`config.mk`:
```
export PLATFORM = sky130hd
export DESIGN_NAME = vpm_top
export DESIGN_NICKNAME = d
export VERILOG_FILES = /design/src/vpm_pkg.sv /design/src/vpm_top.sv
export SDC_FILE = /design/constraint.sdc
export NUM_CORES = 2
export LEC_CHECK = 0
export ABC_CLOCK_PERIOD_IN_PS = 398900
export BUFFER_PORTS_ARGS = -buffer_cell sky130_fd_sc_hd__buf_2
export CAP_MARGIN = 15
export CORE_ASPECT_RATIO = 0.7
export CORE_MARGIN = 2
export CORE_UTILIZATION = 41
export CTS_CLUSTER_DIAMETER = 30
export DETAILED_ROUTE_END_ITERATION = 10
export PLACE_DENSITY = 0.67
export SLEW_MARGIN = 0
export SYNTH_ARGS = -nofsm -noshare
export SYNTH_HDL_FRONTEND = slang
export SYNTH_SLANG_ARGS = --single-unit
```
`constraint.sdc`:
```
create_clock -name mclk -period 398.9 [get_ports mclk]
set_clock_uncertainty 0.15 [all_clocks]
set_input_delay 59.835 -clock mclk [delete_from_list [all_inputs] [get_ports mclk]]
set_output_delay 59.835 -clock mclk [all_outputs]
set_load 0.02 [all_outputs]
```
`src/vpm_pkg.sv`:
```
package vpm_pkg;
  // ==========================================
  // timing
  localparam int CLK_KHZ  = 250_000;
  localparam int HOLD_MS  = 500;
  localparam int HOLD_CYC = HOLD_MS * CLK_KHZ;
  // ==========================================
  // value ranges and defaults
  localparam int NBAND            = 13;
  localparam logic [3:0]  BAND_LAST = 4'hc;
  localparam logic [31:0] IF_MAX   = 32'h1000_0000;
  localparam logic [31:0] FREE_HI  = 32'h01d9_05c0;
  localparam logic [31:0] MARK_RST = 32'h0000_084d;
  localparam logic [31:0] SPC_RST  = 32'h0000_00aa;
  localparam logic [3:0]  DEC_LAST = 4'h8;
  localparam logic [7:0]  SC_X4    = 8'h00;
  localparam logic [7:0]  SC_X2    = 8'h01;
  localparam logic [1:0]  CALC_DIR = 2'h0;
  localparam logic [1:0]  CALC_VPI = 2'h1;
  localparam logic [1:0]  CALC_VMI = 2'h2;
  localparam logic [1:0]  CALC_IMV = 2'h3;
  // scale code: 0 = x4, 1 = x2, n >= 2 divides by n-1
  localparam logic [12:0][7:0] SCALE_RST =
    {8'h02, 8'h06, 8'h03, {10{8'h02}}};
  localparam logic [12:0][31:0] BAND_LO = {
    32'h0000_0000, 32'h080b_efc0, 32'h02dc_6c00, 32'h018c_ba80,
    32'h0175_d720, 32'h0131_2d00, 32'h0103_6640, 32'h00c6_5d40,
    32'h0089_5440, 32'h005b_8d80, 32'h0044_aa20, 32'h0026_25a0,
    32'h0000_0000};
  localparam logic [12:0][31:0] BAND_HI = {
    32'h1af0_e900, 32'h0989_6800, 32'h0393_8700, 32'h01e8_4800,
    32'h018c_ba80, 32'h014f_b180, 32'h0121_eac0, 32'h00ec_82e0,
    32'h00a7_d8c0, 32'h007a_1200, 32'h0063_2ea0, 32'h004c_4b40,
    32'h002d_c6c0};
  localparam logic [8:0][31:0] POW10 = {
    32'h05f5_e100, 32'h0098_9680, 32'h000f_4240, 32'h0001_86a0,
    32'h0000_2710, 32'h0000_03e8, 32'h0000_0064, 32'h0000_000a,
    32'h0000_0001};
  // ==========================================
  // register map
  localparam logic [7:0] REG_STATUS = 8'h00;
  localparam logic [7:0] REG_SEL    = 8'h04;
  localparam logic [7:0] REG_DATA   = 8'h08;
  localparam logic [7:0] REG_SYNTH  = 8'h0c;
  // ==========================================
  // types
  typedef enum logic [3:0] {
    E_MODE, E_VFOMODE, E_KNOBFN, E_LIMIT, E_RXIF, E_TXIF, E_BAND,
    E_RXCALC, E_RXSCALE, E_TXCALC, E_TXSCALE, E_SYNCAL, E_SPACE,
    E_TXMARK, E_RXMARK, E_CTRCAL
  } vpm_entry_t;
  typedef enum logic [1:0] {ST_RUN, ST_MENU, ST_EDIT, ST_CAL} vpm_st_t;
endpackage

```
`src/vpm_top.sv`:
```
// The APB interface to the registers and the register addresses were left to the implementer.
`timescale 1ns/100ps
// How it works
// - key output forced off while a parameter is being edited.
// - short menu tap gives memory mode; half second hold enters menu.
// - menu tap inside menu returns to normal operation.
// - menu tap during edit saves the value, then leaves menu.
// - knob scrolls entries in menu when not editing; counter cal entry shows no value.
// - counter calibration, once entered, is left only by reset.
// - knob tap starts edit and raises the edit marker.
// - second knob tap ends edit, drops marker, writes storage.
// - entry pointer starts at mode entry and survives menu exits.
// - fourteen parameters plus the operating mode entry.
// - switching to counter mode freezes the synthesizer frequency.
// - boot in vfo mode drives output; boot in counter mode none.
// - vfo mode setting subtracts or omits mark and space offsets.
// - knob press function picks decade advance or vfo a/b toggle.
// - limit on keeps band range; off allows dc to 31 MHz.
// - single receive if offset saturating at its maximum.
// - single transmit if offset, same range, all bands.
// - band entry starts at hardware band and only redirects edits.
// - per band rx/tx method of four values, default direct.
// - scale divides by 1 to 254, below 1 gives x2 then x4.
// - default scale 1 up to 10m, 2 for 6m, 5 for 2m.
// - defaults space 170, tx mark 2125, rx mark 0 Hz.
// - if offsets default zero; digit button picks the decade.
// - internal frequency by band method, then divided by scale.
// - fsk transmit uses mark, subtracts space when data is high.
module vpm_top import vpm_pkg::*; #(
  parameter int unsigned HOLD_CYCLES = HOLD_CYC
) (
  // clock and reset
  input  wire logic        mclk,
  input  wire logic        rstn,
  // apb slave
  input  wire logic        psel,
  input  wire logic        penable,
  input  wire logic        pwrite,
  input  wire logic [11:0] paddr,
  input  wire logic [31:0] pwdata,
  output logic             pready,
  output logic [31:0]      prdata,
  output logic             pslverr,
  // operator controls
  input  wire logic        menu_button,
  input  wire logic        knob_press,
  input  wire logic        knob_up,
  input  wire logic        knob_dn,
  input  wire logic        digit_position_button,
  input  wire logic [3:0]  band_select_inputs,
  input  wire logic        boot_counter_mode,
  // frequency path
  input  wire logic [31:0] display_freq,
  input  wire logic        tx_active,
  input  wire logic        fsk_data,
  input  wire logic        key_in,
  // outputs
  output logic             key_out,
  output logic             memory_mode_pulse,
  output logic             decade_adv_pulse,
  output logic             vfo_b_select,
  output logic             menu_active,
  output logic             edit_marker,
  output logic             nv_write,
  output logic [3:0]       nv_entry,
  output logic [3:0]       nv_band,
  output logic [31:0]      nv_data,
  output logic             synth_on,
  output logic [31:0]      synth_freq
);
  if (HOLD_CYCLES < 2) begin : g_chk
    $error("HOLD_CYCLES must be at least 2");
  end
  localparam logic [31:0] HOLD_LAST = 32'(HOLD_CYCLES - 1);

  typedef struct packed {
    vpm_st_t          st;
    vpm_entry_t       ent;
    logic [3:0]       sel_band;
    logic [31:0]      edit_val;
    logic [3:0]       decade;
    logic [31:0]      hold_cnt;
    logic             btn_q;
    logic             used;
    logic             op_mode;
    logic             vfo_fsk;
    logic             knob_fn;
    logic             lim_en;
    logic [28:0]      rx_if;
    logic [28:0]      tx_if;
    logic [28:0]      space_shift_offset;
    logic [28:0]      tx_mark;
    logic [28:0]      rx_mark;
    logic [15:0]      synth_calibration;
    logic [12:0][1:0] rx_calc;
    logic [12:0][1:0] tx_calc;
    logic [12:0][7:0] rx_scale;
    logic [12:0][7:0] tx_scale;
    logic [3:0]       sw_ent;
    logic [3:0]       sw_band;
    logic             boot_done;
    logic             synth_on;
    logic [31:0]      synth_freq;
    logic             key_out;
    logic             mem_mode;
    logic             decade_adv;
    logic             vfo_b;
    logic             nv_wr;
    logic [3:0]       nv_ent;
    logic [3:0]       nv_band;
    logic [31:0]      nv_data;
    logic             marker;
    logic             pready;
    logic             pslverr;
    logic [31:0]      prdata;
  } vpm_s_t;

  vpm_s_t q;
  vpm_s_t n;

  // ==========================================
  // parameter store access
  function automatic logic [31:0] rd(vpm_s_t s, vpm_entry_t e,
                                     logic [3:0] b);
    logic [31:0] v;
    v = '0;
    case (e)
      E_MODE:    v[0] = s.op_mode;
      E_VFOMODE: v[0] = s.vfo_fsk;
      E_KNOBFN:  v[0] = s.knob_fn;
      E_LIMIT:   v[0] = s.lim_en;
      E_RXIF:    v[28:0] = s.rx_if;
      E_TXIF:    v[28:0] = s.tx_if;
      E_BAND:    v[3:0] = s.sel_band;
      E_RXCALC:  v[1:0] = s.rx_calc[b];
      E_RXSCALE: v[7:0] = s.rx_scale[b];
      E_TXCALC:  v[1:0] = s.tx_calc[b];
      E_TXSCALE: v[7:0] = s.tx_scale[b];
      E_SYNCAL:  v[15:0] = s.synth_calibration;
      E_SPACE:   v[28:0] = s.space_shift_offset;
      E_TXMARK:  v[28:0] = s.tx_mark;
      E_RXMARK:  v[28:0] = s.rx_mark;
      default:   v = '0;
    endcase
    return v;
  endfunction

  function automatic vpm_s_t wr(vpm_s_t s, vpm_entry_t e,
                                logic [3:0] b, logic [31:0] v);
    vpm_s_t r;
    r = s;
    case (e)
      E_MODE:    r.op_mode = v[0];
      E_VFOMODE: r.vfo_fsk = v[0];
      E_KNOBFN:  r.knob_fn = v[0];
      E_LIMIT:   r.lim_en = v[0];
      E_RXIF:    r.rx_if = v[28:0];
      E_TXIF:    r.tx_if = v[28:0];
      E_BAND:    r.sel_band = v[3:0];
      E_RXCALC:  r.rx_calc[b] = v[1:0];
      E_RXSCALE: r.rx_scale[b] = v[7:0];
      E_TXCALC:  r.tx_calc[b] = v[1:0];
      E_TXSCALE: r.tx_scale[b] = v[7:0];
      E_SYNCAL:  r.synth_calibration = v[15:0];
      E_SPACE:   r.space_shift_offset = v[28:0];
      E_TXMARK:  r.tx_mark = v[28:0];
      E_RXMARK:  r.rx_mark = v[28:0];
      default:   r = s;
    endcase
    return r;
  endfunction

  function automatic logic [31:0] vmax(vpm_entry_t e);
    case (e)
      E_RXIF, E_TXIF, E_SPACE, E_TXMARK, E_RXMARK: return IF_MAX;
      E_BAND:               return {28'h0, BAND_LAST};
      E_RXCALC, E_TXCALC:   return 32'h3;
      E_RXSCALE, E_TXSCALE: return 32'hff;
      E_SYNCAL:             return 32'hffff;
      default:              return 32'h1;
    endcase
  endfunction

  function automatic logic [3:0] bclamp(logic [3:0] b);
    return (b > BAND_LAST) ? BAND_LAST : b;
  endfunction

  logic [3:0]  hwb;
  logic        btn_rise;
  logic        big;
  logic [31:0] delta;
  logic [31:0] lo;
  logic [31:0] hi;
  logic [31:0] df;
  logic [1:0]  meth;
  logic [35:0] a;
  logic [35:0] b;
  logic [35:0] vs;
  logic [7:0]  sc;
  logic [35:0] outf;
  logic        setup;
  logic        acc;

  // ==========================================
  // next state
  always_comb begin
    n = q;
    n.mem_mode = 1'b0;
    n.decade_adv = 1'b0;
    n.nv_wr = 1'b0;
    n.pready = 1'b0;
    n.pslverr = 1'b0;
    n.btn_q = menu_button;
    hwb = bclamp(band_select_inputs);
    btn_rise = menu_button & ~q.btn_q;
    big = (q.ent == E_RXIF) || (q.ent == E_TXIF) ||
          (q.ent == E_SPACE) || (q.ent == E_TXMARK) ||
          (q.ent == E_RXMARK);
    delta = big ? POW10[q.decade] : 32'h1;
    unique case (q.st)
      ST_RUN: begin
        if (menu_button && !q.used) begin
          if (q.hold_cnt == HOLD_LAST) begin
            n.st = ST_MENU;
            n.used = 1'b1;
            n.hold_cnt = '0;
            n.sel_band = hwb;
          end else begin
            n.hold_cnt = q.hold_cnt + 32'h1;
          end
        end else if (!menu_button) begin
          n.mem_mode = q.btn_q & ~q.used;
          n.hold_cnt = '0;
          n.used = 1'b0;
        end
        if (knob_press) begin
          if (q.knob_fn)
            n.vfo_b = ~q.vfo_b;
          else
            n.decade_adv = 1'b1;
        end
      end
      ST_MENU: begin
        if (btn_rise) begin
          n.st = ST_RUN;
          n.used = 1'b1;
        end else if (knob_press) begin
          if (q.ent == E_CTRCAL) begin
            n.st = ST_CAL;
          end else begin
            n.st = ST_EDIT;
            n.marker = 1'b1;
            n.edit_val = rd(q, q.ent, q.sel_band);
            n.decade = '0;
          end
        end else if (knob_up && q.ent != E_CTRCAL) begin
          n.ent = vpm_entry_t'(q.ent + 4'h1);
        end else if (knob_dn && q.ent != E_MODE) begin
          n.ent = vpm_entry_t'(q.ent - 4'h1);
        end
      end
      ST_EDIT: begin
        if (btn_rise || knob_press) begin
          n = wr(n, q.ent, q.sel_band, q.edit_val);
          n.nv_wr = 1'b1;
          n.nv_ent = q.ent;
          n.nv_band = q.sel_band;
          n.nv_data = q.edit_val;
          n.marker = 1'b0;
          n.st = btn_rise ? ST_RUN : ST_MENU;
          n.used = q.used | btn_rise;
        end else if (knob_up) begin
          n.edit_val = (vmax(q.ent) - q.edit_val < delta) ?
                       vmax(q.ent) : q.edit_val + delta;
        end else if (knob_dn) begin
          // code below div1 gives x2 then x4
          n.edit_val = (q.edit_val < delta) ? '0 : q.edit_val - delta;
        end else if (digit_position_button && big) begin
          n.decade = (q.decade == DEC_LAST) ? '0 : q.decade + 4'h1;
        end
      end
      ST_CAL: n.st = ST_CAL;
    endcase

    n.key_out = key_in && (q.st != ST_EDIT);

    lo = q.lim_en ? BAND_LO[hwb] : '0;
    hi = q.lim_en ? BAND_HI[hwb] : FREE_HI;
    df = (display_freq < lo) ? lo :
         (display_freq > hi) ? hi : display_freq;
    meth = tx_active ? q.tx_calc[hwb] : q.rx_calc[hwb];
    a = {4'h0, df};
    b = {7'h0, tx_active ? q.tx_if : q.rx_if};
    unique case (meth)
      CALC_VPI: vs = a + b;
      CALC_VMI: vs = a - b;
      CALC_IMV: vs = b - a;
      CALC_DIR: vs = a;
    endcase
    // fsk offsets, space on data high
    if (q.vfo_fsk) begin
      if (tx_active)
        vs = vs - {7'h0, q.tx_mark} -
             (fsk_data ? {7'h0, q.space_shift_offset} : 36'h0);
      else
        vs = vs - {7'h0, q.rx_mark};
    end
    if (vs[35])
      vs = '0;
    sc = tx_active ? q.tx_scale[hwb] : q.rx_scale[hwb];
    if (sc == SC_X4)
      outf = vs << 2;
    else if (sc == SC_X2)
      outf = vs << 1;
    else
      outf = vs / {28'h0, sc - 8'h01};

    if (!q.boot_done) begin
      n.boot_done = 1'b1;
      n.op_mode = boot_counter_mode;
      n.synth_on = ~boot_counter_mode;
    end else if (!q.op_mode) begin
      n.synth_on = 1'b1;
      n.synth_freq = outf[31:0];
    end

    // apb slave
    setup = psel & ~penable;
    acc = psel & penable & q.pready;
    if (setup) begin
      n.pready = 1'b1;
      n.prdata = '0;
      case (paddr[7:0])
        REG_STATUS: n.prdata = {8'h0, q.nv_band, hwb, q.sel_band,
                                q.ent, 2'h0, q.st, 3'h0, q.marker};
        REG_SEL:    n.prdata = {20'h0, q.sw_band, 4'h0, q.sw_ent};
        REG_DATA:   n.prdata = rd(q, vpm_entry_t'(q.sw_ent),
                                  q.sw_band);
        REG_SYNTH:  n.prdata = q.synth_freq;
        default:    n.pslverr = 1'b1;
      endcase
      if (paddr[11:8] != 4'h0) begin
        n.pslverr = 1'b1;
        n.prdata = '0;
      end
    end
    if (acc && pwrite && !q.pslverr) begin
      if (paddr[7:0] == REG_SEL) begin
        n.sw_ent = pwdata[3:0];
        n.sw_band = bclamp(pwdata[11:8]);
      end else if (paddr[7:0] == REG_DATA) begin
        n = wr(n, vpm_entry_t'(q.sw_ent), q.sw_band, pwdata);
      end
    end
  end

  // ==========================================
  // state register
  always_ff @(posedge mclk) begin
    if (!rstn) begin
      q <= '0;
      q.st <= ST_RUN;
      q.ent <= E_MODE;
      q.rx_calc <= {NBAND{CALC_DIR}};
      q.tx_calc <= {NBAND{CALC_DIR}};
      q.rx_scale <= SCALE_RST;
      q.tx_scale <= SCALE_RST;
      q.tx_mark <= MARK_RST[28:0];
      q.space_shift_offset <= SPC_RST[28:0];
    end else begin
      q <= n;
    end
  end

  assign pready            = q.pready;
  assign prdata            = q.prdata;
  assign pslverr           = q.pslverr;
  assign key_out           = q.key_out;
  assign memory_mode_pulse = q.mem_mode;
  assign decade_adv_pulse  = q.decade_adv;
  assign vfo_b_select      = q.vfo_b;
  assign menu_active       = (q.st != ST_RUN);
  assign edit_marker       = q.marker;
  assign nv_write          = q.nv_wr;
  assign nv_entry          = q.nv_ent;
  assign nv_band           = q.nv_band;
  assign nv_data           = q.nv_data;
  assign synth_on          = q.synth_on;
  assign synth_freq        = q.synth_freq;
endmodule

```
---- Word-level counts from Yosys, hierarchy flattened ----
Memory sizes are Yosys's and may differ from the RTL's. A register that Yosys moved wholly into a read port is not among the register bits.
Cells that the tools add are included.
cells by class
  $add $sub $neg .......................... 14
  div/mod/pow operators ................... 1
  $lt $le $gt $ge ......................... 12
  equal/unequal tests ..................... 43
  mux-type cells .......................... 178
  bitwise operators ....................... 11
  reductions and logical operators ........ 26
operators by type and width
  operator          count
  $mux W621         2
  $mux W581         2
  $mux W32          21
  $mux W499         1
  $mux W468         1
  $bwmux W104       4
  $mux W104         4
  $mux W29          12
  $mux W36          6
  $bmux W8 S4       6
  $pmux W36 S4      1
  $mux W70          2
  $pmux W13 S5      2
  $pmux W32 S4      1
  $mux W114         1
  $sub A36 B29 Y36  3
  $bwmux W26        4
  $mux W26          4
  $lt A32 B32 Y1    3
  $pmux W8 S6       2
  $mux W8           10
  $pmux W36 S2      1
  $mux W34          2
  $mux W4           17
  58 further kinds  173
storage, ports and cells
  bits in registers ....................... 627
  memory bits (read-only) ................. 2080
  input port bits ......................... 94
  output and inout bits ................... 114
  logic and storage cells ................. 377
  memories ................................ 5
memories
  memory            words  width  rd ports  clocked after Yosys merged registers in  wr ports  RTL line        RTL
  (name not given)  16     32     1         0                                        0         vpm_top.sv:288  hi = q.lim_en ? BAND_HI[hwb] : FREE_HI;
  (name not given)  16     32     1         0                                        0         vpm_top.sv:287  lo = q.lim_en ? BAND_LO[hwb] : '0;
  (name not given)  16     32     1         1                                        0         vpm_top.sv:219  delta = big ? POW10[q.decade] : 32'h1;
  (name not given)  16     17     1         1                                        0         vpm_top.sv:174  case (e)
  (name not given)  16     17     1         1                                        0         vpm_top.sv:174

---- Depth between registers and ports, before layout ----
  word-level depth ........................ 24
  mapped depth ............................ 622
  mapped depth without buffers ............ 568

---- Worst setup path before layout ----
OpenSTA, ideal clock, no wires.
  path type ............................... input-to-reg
  start ................................... input port band_select_inputs[3]
  end ..................................... register q (netlist bit synth_freq[0])
  setup time .............................. 0.127 ns
  data arrival time ....................... 168.546 ns
  data required time ...................... 398.623 ns
  slack ................................... 230.077 ns
  stages .................................. 602
  path buffers ............................ 58
  cell sequence ........................... buf_4 > buf_2 > buf_8 > clkbuf_1 > clkbuf_1 > clkbuf_1 > buf_1 > a21oi_1 > ha_1 > clkbuf_1 > nor2b_1 > a21oi_1 > o211ai_1 > ha_1 > a21oi_1 > o21ai_0 > a2111oi_0 > o211ai_1 > [... 566 more ...] > a21oi_1 > ha_1 > a21oi_1 > nor2b_1 > o21ai_0 > nand2b_1 > a21oi_1 > nor2b_1 > o21ai_0 > nand2b_1 > a211oi_1 > o31ai_1 > nor2_1 > o2111ai_1 > a2111o_1 > a2111o_1 > nor4b_2 > o211ai_1
on the way
  longest elaborated chain between the ends .. 23
  elaborated cells between the ends (all ways) .. 47
  those cells by class .................... add/sub: 7; div: 1; order compare: 3; eq/ne: 4; mux: 28; reduce/logical: 2; memory: 2
ends and longest elaborated chain
  element                         RTL line        RTL
  start: declaration              vpm_top.sv:50   input wire logic [3:0] band_select_inputs,
  $gt A4 B4 Y1                    vpm_top.sv:185  return (b > BAND_LAST) ? BAND_LAST : b;
  $mux W4 *                       vpm_top.sv:185
  $mem_v2 Z16 W32                 --
  $mux W32 (implied by the code)  vpm_top.sv:288
  $mux W32                        vpm_top.sv:288
  $gt A32 B32 Y1                  vpm_top.sv:290  (display_freq > hi) ? hi : display_freq;
  $mux W32                        vpm_top.sv:290
  $mux W32                        vpm_top.sv:289  df = (display_freq < lo) ? lo :
  [... 7 more ...]                --
  $div A36 B8 Y36                 vpm_top.sv:316  outf = vs / {28'h0, sc - 8'h01};
  $mux W32                        vpm_top.sv:313  else if (sc == SC_X2)
  $mux W32 *                      vpm_top.sv:311  if (sc == SC_X4)
  $mux W33 *                      vpm_top.sv:322  end else if (!q.op_mode) begin
  $mux W32 *                      vpm_top.sv:318  if (!q.boot_done) begin
  $mux W621                       vpm_top.sv:351  end else if (paddr[7:0] == REG_DATA) begin
  $mux W114                       vpm_top.sv:348  if (paddr[7:0] == REG_SEL) begin
  $mux W621 *                     vpm_top.sv:347  if (acc && pwrite && !q.pslverr) begin
  end signal: assignment          vpm_top.sv:371  q <= n;
  end: declaration                vpm_top.sv:118  vpm_s_t q;
Every way passes the cells marked *; elsewhere a longest branch is shown, timed or not. The select of a mux whose other input is x is not followed.
A chain may end at the register's enable or synchronous reset.

---- Final worst setup path ----
  start ................................... input port band_select_inputs[2]
  end ..................................... register q (netlist bit synth_freq[0])
The elaborated chain is that of the path after synthesis.

==> flow_summary_export.csv <==
group,metric,value,unit
run_status,outcome,"completed",
floorplanning,rows,137,
grt,grt_usage,0.335,
sta,period_share,0.479,
sta,setup_violations,0,
routing,ant_nets,0,
sta,final.setup.tns,0,ns
floorplanning,fp.coreArea,0.199,mm2
synthesis,synth.area.top_cells,"dfxtp_1 16%, ha_1 8.9%, nor2_1 6.3%, nand2_1 4.9%, mux2i_1 4.3%",
cts,cts_htree_levels,4,
grt,grt.overflow.total,0,
sta,max_slew_margin,0.128,
sta,timing.fmax,5.23,MHz
cts,cts_tree,"done",
placement,hpwlAfterDp,272000,um
sta,worstMarginPinSlew,1.31,ns
routing,detail_route.wl_per_cell,26.7,um
sta,drv_slew,0,
synthesis,seq_area_frac_synth,0.159,
synthesis,synth_cells,11143,
placement,port_buffers,204,
setup_path,slowest_stage,"o21ai_0",
setup_path,critPathArrivalTime,191.58,ns
sta,period_needed,191.14,ns
cts,post-cts-setup-buffers,0,
synthesis,synth.distinct_cells,170,
setup_path,cpPeakStageDelay,0.94,ns
cts,holdBufCountCts,0,
setup_path,critPathCaptureType,"register",
routing,drtPass1Iterations,8,
synthesis,syn_nets,11859,
grt,antenna_found_initial,36,
setup_path,critPathRequiredTime,399.34,ns
cts,clock_path_buffers,4,
final_layout,syn2layout_area_growth,8.09,%
synthesis,synth_top_area_cell,"dfxtp_1",
synthesis,synth_top_cells_by_count,"1387 x nor2_1, 1084 x nand2_1, 704 x a21oi_1, 653 x dfxtp_1, 586 x ha_1",
cts,postCtsResizedCells,0,
synthesis,synth-edff-count,0,
sta,rsz0062_at_grt,"false",
floorplanning,die_h,379,um
floorplanning,fp.dieArea,0.204,mm2
synthesis,ys_ff_latch,653,
placement,gp_congestion,1.03,
sta,finalWorstSetupSlack,207.76,ns
synthesis,synth_area,0.0822,mm2
placement,dp_worst_setup_slack,210.34,ns
synthesis,ys_warn_count,0,
cts,cts.sink_count,653,
routing,via_per_inst,6.74,
final_layout,drive_above_1_share,0.104,
cts,clk_latency,0.79,ns
setup_path,path_max_fanout,35,
flow_run,cap_violations,0,
cts,clkTransAtPathRegs,0.06,ns
routing,drt_iter0_markers,13624,
cts,cts_buffers,142,
floorplanning,die_width,539,um
cts,ctsRootBufferMaster,"clkbuf_16",
grt,grt_max_degree,201,
synthesis,synth-async-reset-ratio,0,
synthesis,avgSynthCellArea,7.38,um2
worst_hold_path,hp-class,"reg -> reg",
setup_path,start_kind,"input pin",
routing,vias,91607,
grt,grt_pass1_vias,82945,
setup_path,worstSetupPathType,"in -> reg",
routing,routed_wl,362000,um
floorplanning,io-pin-count,208,
floorplanning,initial_core_util,0.413,
final_layout,nets,11544,
grt,grt_first_pass_wirelength,532000,um
setup_path,critPathMostFrequentCell,"o21a_1",
synthesis,synth_ff_type,"dfxtp_1",
routing,drc_errors,0,
synthesis,synth.most_common_cell,"nor2_1",
sta,hold_viol_final,0,
synthesis,synth.top_cell.area_share,0.159,
placed cells by master (no fill, tap or decap), types with 145 or more instances in the layout:
| cell | synthesis | routed |
|---|---|---|
| a22oi_1 | 145 | 145 |
| a21oi_1 | 704 | 704 |
| mux2i_1 | 356 | 356 |
| clkbuf_16 | 0 | 146 |
| buf_2 | 33 | 200 |
| o21a_1 | 217 | 217 |
| dfxtp_1 | 653 | 645 |
| ha_1 | 586 | 586 |
| o21ai_0 | 582 | 581 |
| nor2_1 | 1387 | 1379 |
| inv_1 | 437 | 437 |
| nand3_1 | 313 | 313 |
| a311oi_1 | 188 | 187 |
| xnor2_1 | 231 | 229 |
| a211oi_1 | 305 | 305 |
| buf_4 | 159 | 168 |
| nor3_1 | 301 | 297 |
| a21o_1 | 148 | 148 |
| nand2_1 | 1084 | 1073 |
layer usage:
metal	global-route usage	vias up	wire, um
met3	0.107	1101	48300
met1	0.465	43743	154000
met4	0.163	26	20600
met5	0.00401	-	279
li1	-	40827	-
met2	0.461	5910	139000
per-stage QoR:
step / std cells / util / area [um2] / hold slack (ns)
floorplan: 11143 / - / 82200 / 0.287
global placement: 13318 / 0.421 / 83800 / 0.290
detailed placement: 13321 / 0.421 / 83800 / 0.294
CTS: 13567 / 0.446 / 88800 / 0.301
global route: 13578 / 0.446 / 88800 / 0.326
finish: 13586 / 0.446 / 88800 / 0.300
path summary, 6_finish.rpt:
kind,from,endpoint,slack [ns],cells after the start
min reg2reg,nv_data[5]$_SDFFE_PN0P_,nv_data[5]$_SDFFE_PN0P_,0.30,2
max reg2reg,q[543]$_SDFF_PN0_,synth_freq[0]$_SDFFE_PN0P_,267.78,551
min,nv_data[5]$_SDFFE_PN0P_,nv_data[5]$_SDFFE_PN0P_,0.30,2
max,band_select_inputs[2],synth_freq[0]$_SDFFE_PN0P_,207.76,557
cell families (layout without fill, tap and decap cells):
family | after synthesis | count (layout) | synth area share
other | 1 | 16 | 0.0000456
DFF | 653 | 653 | 0.159
buffers and inverters | 1281 | 1068 | 0.0720
xor gates and xnor gates | 369 | 369 | 0.0395
and+or+nand+nor | 4085 | 4085 | 0.235
adders and majority gates | 625 | 625 | 0.0983
AOI/OAI and AO/OA | 3521 | 3521 | 0.300
muxes | 608 | 608 | 0.0957
cell type report:
type	count	area [um2]
inverter	445	1690
clock buffer	166	3850
clock inverter	80	1110
timing repair buffer	377	2370
antenna	15	37.5
tap	2641	3300
fill	19960	110000
sequential	653	13100
multi-input combinational	9209	63400
worst max-delay path: cells and delay by family:
family | cells | cell delay (ns)
AOI/OAI and AO/OA | 298 | 66.22
adders and majority gates | 40 | 13.47
muxes | 6 | 1.88
xor gates and xnor gates | 1 | 0.12
buffers and inverters | 46 | 5.66
and+or+nand+nor | 166 | 44.02
sequential cells by signal, summed over array words and instances (netlist names), 4 cells and up, named ones only:
name	count
synth_freq	32
nv_band	4
prdata	32
nv_entry	4
q	514
nv_data	32
Power is not shown: default switching activity piles up to over one toggle a cycle in this logic, so the estimate is an artifact.
